`src/rtl/pmbus_cmd_cfg.svh`:
```
/*
 * Command codes, fixed values and factory defaults of the PMBus command set.
 * Assumes nothing; included by the package and the design files.
 */
`ifndef PMBUS_CMD_CFG_SVH
`define PMBUS_CMD_CFG_SVH

// ----------------------------------------------------------------
// Command codes
// ----------------------------------------------------------------
`define CMD_OPERATION 8'h01
`define CMD_ONOFF_CFG 8'h02
`define CMD_CLEAR_FAULTS 8'h03
`define CMD_STORE_ALL 8'h11
`define CMD_RESTORE_ALL 8'h12
`define CMD_VOUT_FORMAT 8'h20
`define CMD_VOUT_SET 8'h21
`define CMD_FREQ_SET 8'h33
`define CMD_VIN_RISE 8'h35
`define CMD_VIN_FALL 8'h36
`define CMD_VOUT_OV_FAULT 8'h40
`define CMD_VOUT_OV_ACTION 8'h41
`define CMD_VOUT_OV_WARN 8'h42
`define CMD_IOUT_OC_FAULT 8'h46
`define CMD_IOUT_OC_ACTION 8'h47
`define CMD_IOUT_OC_WARN 8'h4A
`define CMD_OT_FAULT 8'h4F
`define CMD_OT_ACTION 8'h50
`define CMD_OT_WARN 8'h51
`define CMD_VIN_OV_FAULT 8'h55
`define CMD_PG_ASSERT 8'h5E
`define CMD_PG_NEGATE 8'h5F
`define CMD_TURN_ON_DELAY_TIME 8'h60

// ----------------------------------------------------------------
// Fixed values and factory defaults (linear encoded)
// ----------------------------------------------------------------
`define PAR_COUNT 19
`define VOUT_FORMAT_VAL 8'h14
`define DEF_OPERATION 16'h0080
`define DEF_ONOFF_NEG 16'h001D
`define DEF_ONOFF_POS 16'h001F
`define DEF_VOUT_SET 16'hBCCD
`define DEF_FREQ_SET 16'hF208
`define DEF_VIN_RISE 16'hE910
`define DEF_VIN_FALL 16'hE900
`define DEF_VOUT_OV_FAULT 16'hF000
`define DEF_VOUT_OV_ACTION 16'h00B8
`define DEF_VOUT_OV_WARN 16'hF000
`define DEF_IOUT_OC_FAULT 16'hE2B0
`define DEF_IOUT_OC_ACTION 16'h00F8
`define DEF_IOUT_OC_WARN 16'hE240
`define DEF_OT_FAULT 16'hF1F4
`define DEF_OT_ACTION 16'h00B8
`define DEF_OT_WARN 16'hF1CC
`define DEF_VIN_OV_FAULT 16'hEB70
`define DEF_PG_ASSERT 16'hB000
`define DEF_PG_NEGATE 16'h9000
`define DEF_TURN_ON_DELAY_TIME 16'hF80E

`endif

```
`src/rtl/pmbus_pkg.sv`:
```
/*
 * Shared types of the PMBus command block.
 * Assumes the configuration header is on the include path.
 */
`include "pmbus_cmd_cfg.svh"

package pmbus_pkg;

    // ----------------------------------------------------------------
    // Types
    // ----------------------------------------------------------------
    typedef enum logic [2:0] {L_IDLE, L_ADDR, L_CMD, L_WDATA, L_RDATA, L_IGNORE} link_state_e;

    typedef struct packed {
        logic scl;
        logic sda;
    } pins_s;

    typedef struct packed {
        logic known;
        logic isWord;
        logic writable;
        logic readable;
        logic [4:0] idx;
    } cmd_info_s;

    typedef logic [`PAR_COUNT-1:0][15:0] param_vec_t;

endpackage

```
`src/rtl/pin_sync.sv`:
```
/*
 * Two-flop synchroniser for bus pins.
 * Assumes inputs are asynchronous to mclk.
 */
`timescale 1ns/1ps

module pin_sync #(
    parameter int WIDTH = 2
) (
    input wire logic mclk,
    input wire logic rst_n,
    input wire logic [WIDTH-1:0] din,
    output logic [WIDTH-1:0] dout
);
    typedef struct packed {
        logic [WIDTH-1:0] first;
        logic [WIDTH-1:0] second;
    } sync_s;

    sync_s st;

    if (WIDTH < 1) begin : g_check
        $error("WIDTH must be at least one");
    end

    // Idle bus level is high, so reset to ones
    always_ff @(posedge mclk or negedge rst_n) begin
        if (!rst_n) begin
            st <= '1;
        end else begin
            st <= '{first: din, second: st.first};
        end
    end

    assign dout = st.second;
endmodule

```
`src/rtl/param_flash.sv`:
```
/*
 * Nonvolatile parameter store, one word per parameter.
 * Assumes the array keeps its contents across resets; factory values are
 * present from power-up.
 */
`timescale 1ns/1ps
`include "pmbus_cmd_cfg.svh"

module param_flash import pmbus_pkg::*; #(
    parameter int NPAR = `PAR_COUNT,
    parameter bit POS_LOGIC = 1'b0
) (
    input wire logic mclk,
    input wire logic storeReq,
    input wire param_vec_t storeData,
    output param_vec_t rdData
);
    typedef logic [15:0] mem_t [NPAR];

    if (NPAR < 1 || NPAR > `PAR_COUNT) begin : g_check
        $error("NPAR must fit the parameter vector");
    end

    // ----------------------------------------------------------------
    // Factory contents, in parameter index order
    // ----------------------------------------------------------------
    function automatic logic [15:0] factory(input int i);
        logic [15:0] v;
        v = 16'h0000;
        case (i)
            0: v = `DEF_OPERATION;
            1: v = POS_LOGIC ? `DEF_ONOFF_POS : `DEF_ONOFF_NEG;
            2: v = `DEF_VOUT_SET;
            3: v = `DEF_FREQ_SET;
            4: v = `DEF_VIN_RISE;
            5: v = `DEF_VIN_FALL;
            6: v = `DEF_VOUT_OV_FAULT;
            7: v = `DEF_VOUT_OV_ACTION;
            8: v = `DEF_VOUT_OV_WARN;
            9: v = `DEF_IOUT_OC_FAULT;
            10: v = `DEF_IOUT_OC_ACTION;
            11: v = `DEF_IOUT_OC_WARN;
            12: v = `DEF_OT_FAULT;
            13: v = `DEF_OT_ACTION;
            14: v = `DEF_OT_WARN;
            15: v = `DEF_VIN_OV_FAULT;
            16: v = `DEF_PG_ASSERT;
            17: v = `DEF_PG_NEGATE;
            18: v = `DEF_TURN_ON_DELAY_TIME;
            default: v = 16'h0000;
        endcase
        return v;
    endfunction

    function automatic mem_t factoryAll();
        mem_t m;
        for (int i = 0; i < NPAR; i++) begin
            m[i] = factory(i);
        end
        return m;
    endfunction

    // No reset on purpose: contents must survive it
    mem_t mem = factoryAll();

    always_ff @(posedge mclk) begin
        if (storeReq) begin
            for (int i = 0; i < NPAR; i++) begin
                mem[i] <= storeData[i];
            end
        end
    end

    always_comb begin
        rdData = '0;
        for (int i = 0; i < NPAR; i++) begin
            rdData[i] = mem[i];
        end
    end
endmodule

```
`src/rtl/pmbus_command_parameter_set.sv`:
```
/*
 * PMBus command decoder and parameter store: serial slave, parameter RAM,
 * fault clear, store/restore to flash and power-good tracking.
 * Assumes SCL/SDA arrive asynchronously and resolve open-drain outside;
 * slaveAddr, converterRunning and voutMeas come from logic on mclk.
 */
`timescale 1ns/1ps
`include "pmbus_cmd_cfg.svh"

module pmbus_command_parameter_set import pmbus_pkg::*; #(
    parameter int NPAR = `PAR_COUNT,
    parameter bit POS_LOGIC = 1'b0
) (
    input wire logic mclk,
    input wire logic rst_n,
    input wire logic [6:0] slaveAddr,
    input wire pins_s busPins,
    output logic sdaOut,
    output logic sdaOe,
    input wire logic converterRunning,
    input wire logic [15:0] voutMeas,
    output param_vec_t paramWords,
    output logic powerGood,
    output logic faultClearPulse
);
    if (NPAR != `PAR_COUNT) begin : g_check
        $error("NPAR must match the fixed command table");
    end

    typedef struct packed {
        link_state_e ls;
        logic sclPrev;
        logic sdaPrev;
        logic [7:0] shift;
        logic [3:0] bitCnt;
        logic ackNext;
        logic inAck;
        logic rw;
        logic rdHigh;
        logic [7:0] cmd;
        logic cmdValid;
        logic [1:0] byteCnt;
        logic [15:0] data;
        logic sdaOe;
        logic sdaOut;
        param_vec_t par;
        logic booted;
        logic pg;
        logic faultClr;
        logic store;
    } state_s;

    state_s st;
    state_s nx;
    pins_s syncPins;
    param_vec_t flashRd;
    logic sclRise;
    logic sclFall;
    logic startEv;
    logic stopEv;

    // ----------------------------------------------------------------
    // Pin synchroniser and flash
    // ----------------------------------------------------------------
    pin_sync #(.WIDTH($bits(pins_s))) u_sync (
        .mclk(mclk),
        .rst_n(rst_n),
        .din(busPins),
        .dout(syncPins)
    );

    param_flash #(.NPAR(NPAR), .POS_LOGIC(POS_LOGIC)) u_flash (
        .mclk(mclk),
        .storeReq(st.store),
        .storeData(st.par),
        .rdData(flashRd)
    );

    // ----------------------------------------------------------------
    // Command table
    // ----------------------------------------------------------------
    function automatic cmd_info_s prm(input logic word, input logic [4:0] idx);
        return '{known: 1'b1, isWord: word, writable: 1'b1, readable: 1'b1, idx: idx};
    endfunction

    // Values are stored raw; encoding is the master's job
    function automatic cmd_info_s decode(input logic [7:0] c);
        cmd_info_s r;
        r = '0;
        case (c)
            `CMD_OPERATION: r = prm(1'b0, 5'd0);
            `CMD_ONOFF_CFG: r = prm(1'b0, 5'd1);
            `CMD_VOUT_SET: r = prm(1'b1, 5'd2);
            `CMD_FREQ_SET: r = prm(1'b1, 5'd3);
            `CMD_VIN_RISE: r = prm(1'b1, 5'd4);
            `CMD_VIN_FALL: r = prm(1'b1, 5'd5);
            `CMD_VOUT_OV_FAULT: r = prm(1'b1, 5'd6);
            `CMD_VOUT_OV_ACTION: r = prm(1'b0, 5'd7);
            `CMD_VOUT_OV_WARN: r = prm(1'b1, 5'd8);
            `CMD_IOUT_OC_FAULT: r = prm(1'b1, 5'd9);
            `CMD_IOUT_OC_ACTION: r = prm(1'b0, 5'd10);
            `CMD_IOUT_OC_WARN: r = prm(1'b1, 5'd11);
            `CMD_OT_FAULT: r = prm(1'b1, 5'd12);
            `CMD_OT_ACTION: r = prm(1'b0, 5'd13);
            `CMD_OT_WARN: r = prm(1'b1, 5'd14);
            `CMD_VIN_OV_FAULT: r = prm(1'b1, 5'd15);
            `CMD_PG_ASSERT: r = prm(1'b1, 5'd16);
            `CMD_PG_NEGATE: r = prm(1'b1, 5'd17);
            `CMD_TURN_ON_DELAY_TIME: r = prm(1'b1, 5'd18);
            `CMD_VOUT_FORMAT: r = '{known: 1'b1, isWord: 1'b0, writable: 1'b0, readable: 1'b1, idx: 5'd0};
            `CMD_CLEAR_FAULTS, `CMD_STORE_ALL, `CMD_RESTORE_ALL: r = '{known: 1'b1, default: '0};
            default: r = '0;
        endcase
        return r;
    endfunction

    function automatic logic [7:0] readByte(input logic [7:0] c, input logic hi, input param_vec_t p);
        cmd_info_s i;
        logic [15:0] w;
        i = decode(c);
        w = p[i.idx];
        if (c == `CMD_VOUT_FORMAT) begin
            return hi ? 8'h00 : `VOUT_FORMAT_VAL;
        end
        if (!i.isWord && hi) begin
            return 8'h00;
        end
        return hi ? w[15:8] : w[7:0];
    endfunction

    // ----------------------------------------------------------------
    // Bus events
    // ----------------------------------------------------------------
    // Own SDA changes only while SCL is low, so they never fake a start or stop
    assign sclRise = syncPins.scl & ~st.sclPrev;
    assign sclFall = ~syncPins.scl & st.sclPrev;
    assign startEv = syncPins.scl & st.sclPrev & st.sdaPrev & ~syncPins.sda;
    assign stopEv = syncPins.scl & st.sclPrev & ~st.sdaPrev & syncPins.sda;

    // ----------------------------------------------------------------
    // Next state
    // ----------------------------------------------------------------
    always_comb begin
        cmd_info_s info;
        cmd_info_s inInfo;
        logic [7:0] inByte;
        info = decode(st.cmd);
        inByte = {st.shift[6:0], syncPins.sda};
        inInfo = decode(inByte);
        nx = st;
        nx.faultClr = 1'b0;
        nx.store = 1'b0;
        nx.sclPrev = syncPins.scl;
        nx.sdaPrev = syncPins.sda;
        if (!st.booted) begin
            nx.booted = 1'b1;
            nx.par = flashRd;
        end
        // Levels read zero before the boot load, so power good waits for it
        if (st.booted && voutMeas >= st.par[16]) begin
            nx.pg = 1'b1;
        end else if (st.booted && voutMeas <= st.par[17]) begin
            nx.pg = 1'b0;
        end
        if (startEv) begin
            nx.ls = L_ADDR;
            nx.bitCnt = 4'h0;
            nx.ackNext = 1'b0;
            nx.inAck = 1'b0;
            nx.sdaOe = 1'b0;
        end else if (stopEv) begin
            if (st.ls == L_WDATA && st.byteCnt == 2'h0) begin
                case (st.cmd)
                    `CMD_CLEAR_FAULTS: nx.faultClr = 1'b1;
                    `CMD_STORE_ALL: nx.store = 1'b1;
                    `CMD_RESTORE_ALL: begin
                        // Ignored while running rather than upsetting the output
                        if (!converterRunning) begin
                            nx.par = flashRd;
                        end
                    end
                    default: ;
                endcase
            end else if (st.ls == L_WDATA && info.writable && st.byteCnt == (info.isWord ? 2'h2 : 2'h1)) begin
                nx.par[info.idx] = info.isWord ? st.data : {8'h00, st.data[7:0]};
            end
            nx.ls = L_IDLE;
            nx.sdaOe = 1'b0;
            nx.ackNext = 1'b0;
            nx.inAck = 1'b0;
            nx.cmdValid = 1'b0;
        end else if (sclRise) begin
            unique case (st.ls)
                L_IDLE, L_IGNORE: ;
                L_ADDR, L_CMD, L_WDATA: begin
                    if (!st.inAck) begin
                        nx.shift = inByte;
                        nx.bitCnt = st.bitCnt + 4'h1;
                        if (st.bitCnt == 4'h7) begin
                            nx.ls = L_IGNORE;
                            if (st.ls == L_ADDR) begin
                                // Read needs a command set earlier in the same transfer
                                if (inByte[7:1] == slaveAddr && (!inByte[0] || st.cmdValid)) begin
                                    nx.ls = L_ADDR;
                                    nx.ackNext = 1'b1;
                                    nx.rw = inByte[0];
                                end
                            end else if (st.ls == L_CMD) begin
                                nx.cmd = inByte;
                                if (inInfo.known) begin
                                    nx.ls = L_CMD;
                                    nx.ackNext = 1'b1;
                                end
                            end else if (info.writable && st.byteCnt < (info.isWord ? 2'h2 : 2'h1)) begin
                                nx.ls = L_WDATA;
                                nx.ackNext = 1'b1;
                                nx.byteCnt = st.byteCnt + 2'h1;
                                nx.data = (st.byteCnt == 2'h0) ? {8'h00, inByte} : {inByte, st.data[7:0]};
                            end
                        end
                    end
                end
                L_RDATA: begin
                    if (st.bitCnt == 4'h8) begin
                        if (!syncPins.sda && !st.rdHigh) begin
                            nx.shift = readByte(st.cmd, 1'b1, st.par);
                            nx.rdHigh = 1'b1;
                            nx.bitCnt = 4'h0;
                        end else begin
                            nx.ls = L_IGNORE;
                        end
                    end else begin
                        nx.shift = {st.shift[6:0], 1'b0};
                        nx.bitCnt = st.bitCnt + 4'h1;
                    end
                end
            endcase
        end else if (sclFall) begin
            if (st.ackNext) begin
                nx.sdaOe = 1'b1;
                nx.ackNext = 1'b0;
                nx.inAck = 1'b1;
            end else if (st.inAck) begin
                nx.inAck = 1'b0;
                nx.sdaOe = 1'b0;
                nx.bitCnt = 4'h0;
                if (st.ls == L_ADDR && st.rw) begin
                    nx.ls = L_RDATA;
                    nx.rdHigh = 1'b0;
                    nx.shift = readByte(st.cmd, 1'b0, st.par);
                    nx.sdaOe = ~nx.shift[7];
                end else if (st.ls == L_ADDR) begin
                    nx.ls = L_CMD;
                end else if (st.ls == L_CMD) begin
                    nx.ls = L_WDATA;
                    nx.cmdValid = 1'b1;
                    nx.byteCnt = 2'h0;
                end
            end else if (st.ls == L_RDATA) begin
                nx.sdaOe = (st.bitCnt == 4'h8) ? 1'b0 : ~st.shift[7];
            end
        end
    end

    // ----------------------------------------------------------------
    // State register
    // ----------------------------------------------------------------
    always_ff @(posedge mclk or negedge rst_n) begin
        if (!rst_n) begin
            st <= '{ls: L_IDLE, sclPrev: 1'b1, sdaPrev: 1'b1, default: '0};
        end else begin
            st <= nx;
        end
    end

    assign sdaOut = st.sdaOut;
    assign sdaOe = st.sdaOe;
    assign paramWords = st.par;
    assign powerGood = st.pg;
    assign faultClearPulse = st.faultClr;
endmodule

```
`config.mk`:
```
export PLATFORM = sky130hd
export DESIGN_NAME = pmbus_command_parameter_set
export DESIGN_NICKNAME = d
export VERILOG_FILES = /design/src/rtl/pmbus_pkg.sv /design/src/rtl/pin_sync.sv /design/src/rtl/param_flash.sv /design/src/rtl/pmbus_command_parameter_set.sv
export VERILOG_INCLUDE_DIRS = /design/src /design/src/rtl
export SDC_FILE = /design/constraint.sdc
export NUM_CORES = 2
export LEC_CHECK = 0
export BUFFER_PORTS_ARGS = -buffer_cell sky130_fd_sc_hd__buf_2
export CAP_MARGIN = 20
export CORE_AREA = 2 2 248 250
export DETAILED_ROUTE_END_ITERATION = 7
export DIE_AREA = 0 0 250 252
export GPL_TIMING_DRIVEN = 0
export PLACE_DENSITY_LB_ADDON = 0.08
export SETUP_SLACK_MARGIN = 0.02
export SYNTH_ARGS = -nofsm -noshare
export SYNTH_HDL_FRONTEND = slang
export SYNTH_SLANG_ARGS = --single-unit
```
`constraint.sdc`:
```
create_clock -name mclk -period 20.3 [get_ports mclk]
set_input_delay 1.015 -clock mclk [delete_from_list [all_inputs] [get_ports mclk]]
set_output_delay 1.015 -clock mclk [all_outputs]
set_load 0.02 [all_outputs]
```
==> summary.txt <==
Run status = complete, but fails checks
Failing checks = DRC
Num CTS Buffers = 73
Clk buf depth = 3
Nets@finish = 4,177
I/O Buffers = 334
Residual DRC = 31
Mean post-synth cell area = 9.94 µm²
Critical path's slowest cell = nor2_1
Layout cells sized above 1 = 0.210
Yosys warns = 0
WS Path Type = reg2reg
Commonest cells after routing, fill and taps aside = nand2_1 (414), buf_2 (382), dfrtp_1 (354), nor2_1 (315), buf_4 (313)
LEAKAGE = 17.8 nW
Post-layout min period = 5.60 ns
Sequential area share after synthesis = 0.496
Synthesized netlist cell count = 3,682
Pint = 2.69 mW
Routed WL per cell = 31.6 µm
Power Density = 98.0 nW/µm²
Most used DFF post-synth = dfrtp_1
GRT Resource Usage Total = 0.487
Vias in the first global route = 32.1k
Switching share of total power = 0.347
Die H = 252 µm
Worst-Margin Slew = 1.25 ns
Hold_ws = 0.334 ns
Commonest non-fill, non-tap cell in the layout = nand2_1
Synth unique cells = 87
Root Buffer = clkbuf_16
TritonCTS clock tree = built
First-pass GRT wire length = 221,000 µm
Number of synthesized register bits = 665
Final slew viol count = 0
CTS Sinks = 665
Starting Density = 0.609
Max IR drop VDD = 0.0752 mV
Pin count of the biggest net entering global routing = 113
RSZ-0062 raised after global routing = false
WP data required = 20.77 ns
Row count = 90
ANT nets after route = 0
Mapped Nets = 3,750
Final-layout fill cell count = 4,709
Setup_tns = 0 ns
Period utilization = 0.276
Max_cap viols = 0
Worst path bufs/invs = 5
Worst Path Max Fanout = 10
Slowest stage delay, CP = 0.86 ns
Setup Buffers After CTS = 0
Total gr overflow = 0
Router iterations before antenna repair = 8
Synth area leaders = edfxtp_1 (25%), dfrtp_1 (24%), mux2i_1 (8.3%)
Die area = 63,000 µm²
Initial antenna violation count = 7
H-tree lvl count = 3
Worst clock skew = 0.0470 ns
Post-Place Cells = 4,812
Crit-path cells = buf_2 -> clkbuf_1 -> or4_1 -> a21oi_1 -> nor4_1 -> buf_2 -> ha_1 -> nand3_1 -> a31oi_1 -> buf_4 -> nand3_1 -> nor2_1 -> o21a_1 -> buf_2 -> o22ai_1
Startpoint class of the critical path = register
Fmax = 0.179 GHz
FFs w/ async S/R, synth = 0.543
Placer's final routability congestion estimate = 1.07
Die width = 250 µm
Top cell type's share of synthesized area = 0.249
Sequential share of power = 0.414
Delay-heaviest family, CP = simple AND/OR/NAND/NOR gates
Netlist Area Pre-Place = 36,600 µm²
Clock Latency Late Sink = 0.67 ns
Post-cts hold buffer count = 0
Largest area contributor in the netlist = edfxtp_1
Clk pin slew, worst setup/hold paths = 0.06 ns
Comb power frac = 0.259
Switch Pwr = 1.43 mW
EDFF count, synth = 304
Non-Filler Instances = 4,954
Clock share of power = 0.328
Most frequent CP cell = buf_2
Relative slew slack = 0.166
Top Ports = 336
Final setup vio count = 0
Area grow syn2layout = 14.7%
Routed WL = 157,000 µm
Iteration-0 DRC Markers = 5,950
Crit path arrival time = 6.06 ns
Final Hold Viols = 0
Vias per cell = 7.02
Core ar. = 60,100 µm²
HP Class = in2async
CTS resizes = 0
Post-DP HPWL = 110,000 µm
Vias = 34.8k
Crit end category = register
==> metrics by stage <==
stage                     area, µm²   util  setup slack (ns)  power (mW)
after global routing          42000  0.698             14.82        4.20
final                         42000  0.698             14.70        4.11
after floorplan               36600      -             13.17        2.34
after global placement        39200  0.653              9.51        2.70
after CTS                     41900  0.697             15.11        4.05
after detailed placement      39500  0.658             15.12        2.73
==> power groups by stage <==
| stage | registers [mW] | clock network, mW | logic (mW) |
|---|---|---|---|
| 3_5_place_dp | 1.71 | 0 | 1.02 |
| 6_report | 1.70 | 1.35 | 1.06 |
| 3_3_place_gp | 1.71 | 0 | 0.998 |
| 2_1_floorplan | 1.61 | 0 | 0.727 |
| 4_1_cts | 1.68 | 1.34 | 1.03 |
| 5_1_grt | 1.70 | 1.39 | 1.12 |
==> cells in the mapped netlist (all sizes together), types with 5 or more instances <==
master,n
and2,17
edfxtp,304
clkbuf,202
nor3,29
a31oi,35
a221o,5
a221oi,6
o21a,12
mux2,15
or2,6
nand4,32
o32a,49
dfstp,6
a21oi,305
dfrtp,355
nor4,7
o31ai,15
nor2b,14
mux2i,304
o211ai,10
o22ai,248
nand2,414
ha,40
a22oi,55
xnor2,10
a311oi,5
nand3,79
nand2b,16
buf,371
and3,9
inv,49
o21ai,123
a21o,18
nor2,317
a211oi,62
a22o,37
or3,7
a32oi,35
==> worst paths after layout <==
| check | start | endpoint | slack, ns | cells after the start |
|---|---|---|---|---|
| setup / recovery | st[331]$_DFFE_PN0P_ | paramWords[46]$_DFF_PN0_ | 14.70 | 15 |
| hold / removal | rst_n | paramWords[100]$_DFF_PN0_ | 0.33 | 1 |
| setup reg to reg | st[331]$_DFFE_PN0P_ | paramWords[46]$_DFF_PN0_ | 14.70 | 15 |
| hold reg to reg | u_sync.st[2]$_DFF_PN1_ | u_sync.dout[0]$_DFF_PN1_ | 0.37 | 0 |
| max in group asynchronous | rst_n | st[0]$_DFF_PN0_ | 18.52 | 3 |
| min in group mclk | u_sync.st[2]$_DFF_PN1_ | u_sync.dout[0]$_DFF_PN1_ | 0.37 | 0 |
==> cell type report <==
| cell class | count | area [µm²] | area share |
|---|---|---|---|
| inverter | 49 | 184 | 0.00438 |
| multi-input combinational | 2395 | 14900 | 0.354 |
| timing repair buffer | 352 | 2010 | 0.0478 |
| tap | 782 | 978 | 0.0233 |
| clock inverter | 28 | 264 | 0.00629 |
| buffer | 573 | 3390 | 0.0809 |
| clock buffer | 108 | 2110 | 0.0503 |
| antenna | 2 | 5.00 | 0.000119 |
| sequential | 665 | 18200 | 0.433 |
==> state kept, by name, summed over array words and instances, names as in the netlist <==
name,flops
paramWords,304
u_flash.mem,304
st,50
u_sync.dout,2
u_sync.st,2
faultClearPulse,1
powerGood,1
sdaOe,1
==> cell families (layout without fill, tap and decap cells) <==
group | count (synthesis) | in the layout | share of synthesized area
AOI/OAI and AO/OA | 1054 | 1054 | 0.187
muxes | 319 | 319 | 0.0878
adders and majority gates | 40 | 40 | 0.0137
xor gates and xnor gates | 10 | 10 | 0.00239
buffers and inverters | 622 | 1110 | 0.0977
other | 2 | 4 | 0.000205
DFF | 665 | 665 | 0.496
and+or+nand+nor | 970 | 970 | 0.115
==> metal layers <==
layer | up-vias | global-route usage | share of wire
met5 | - | 0.0224 | 0.0016
met4 | 14 | 0.347 | 0.089
met3 | 825 | 0.173 | 0.15
met2 | 3173 | 0.693 | 0.41
met1 | 16627 | 0.617 | 0.34
li1 | 14133 | - | -
Power figures use the tool's default switching activity.
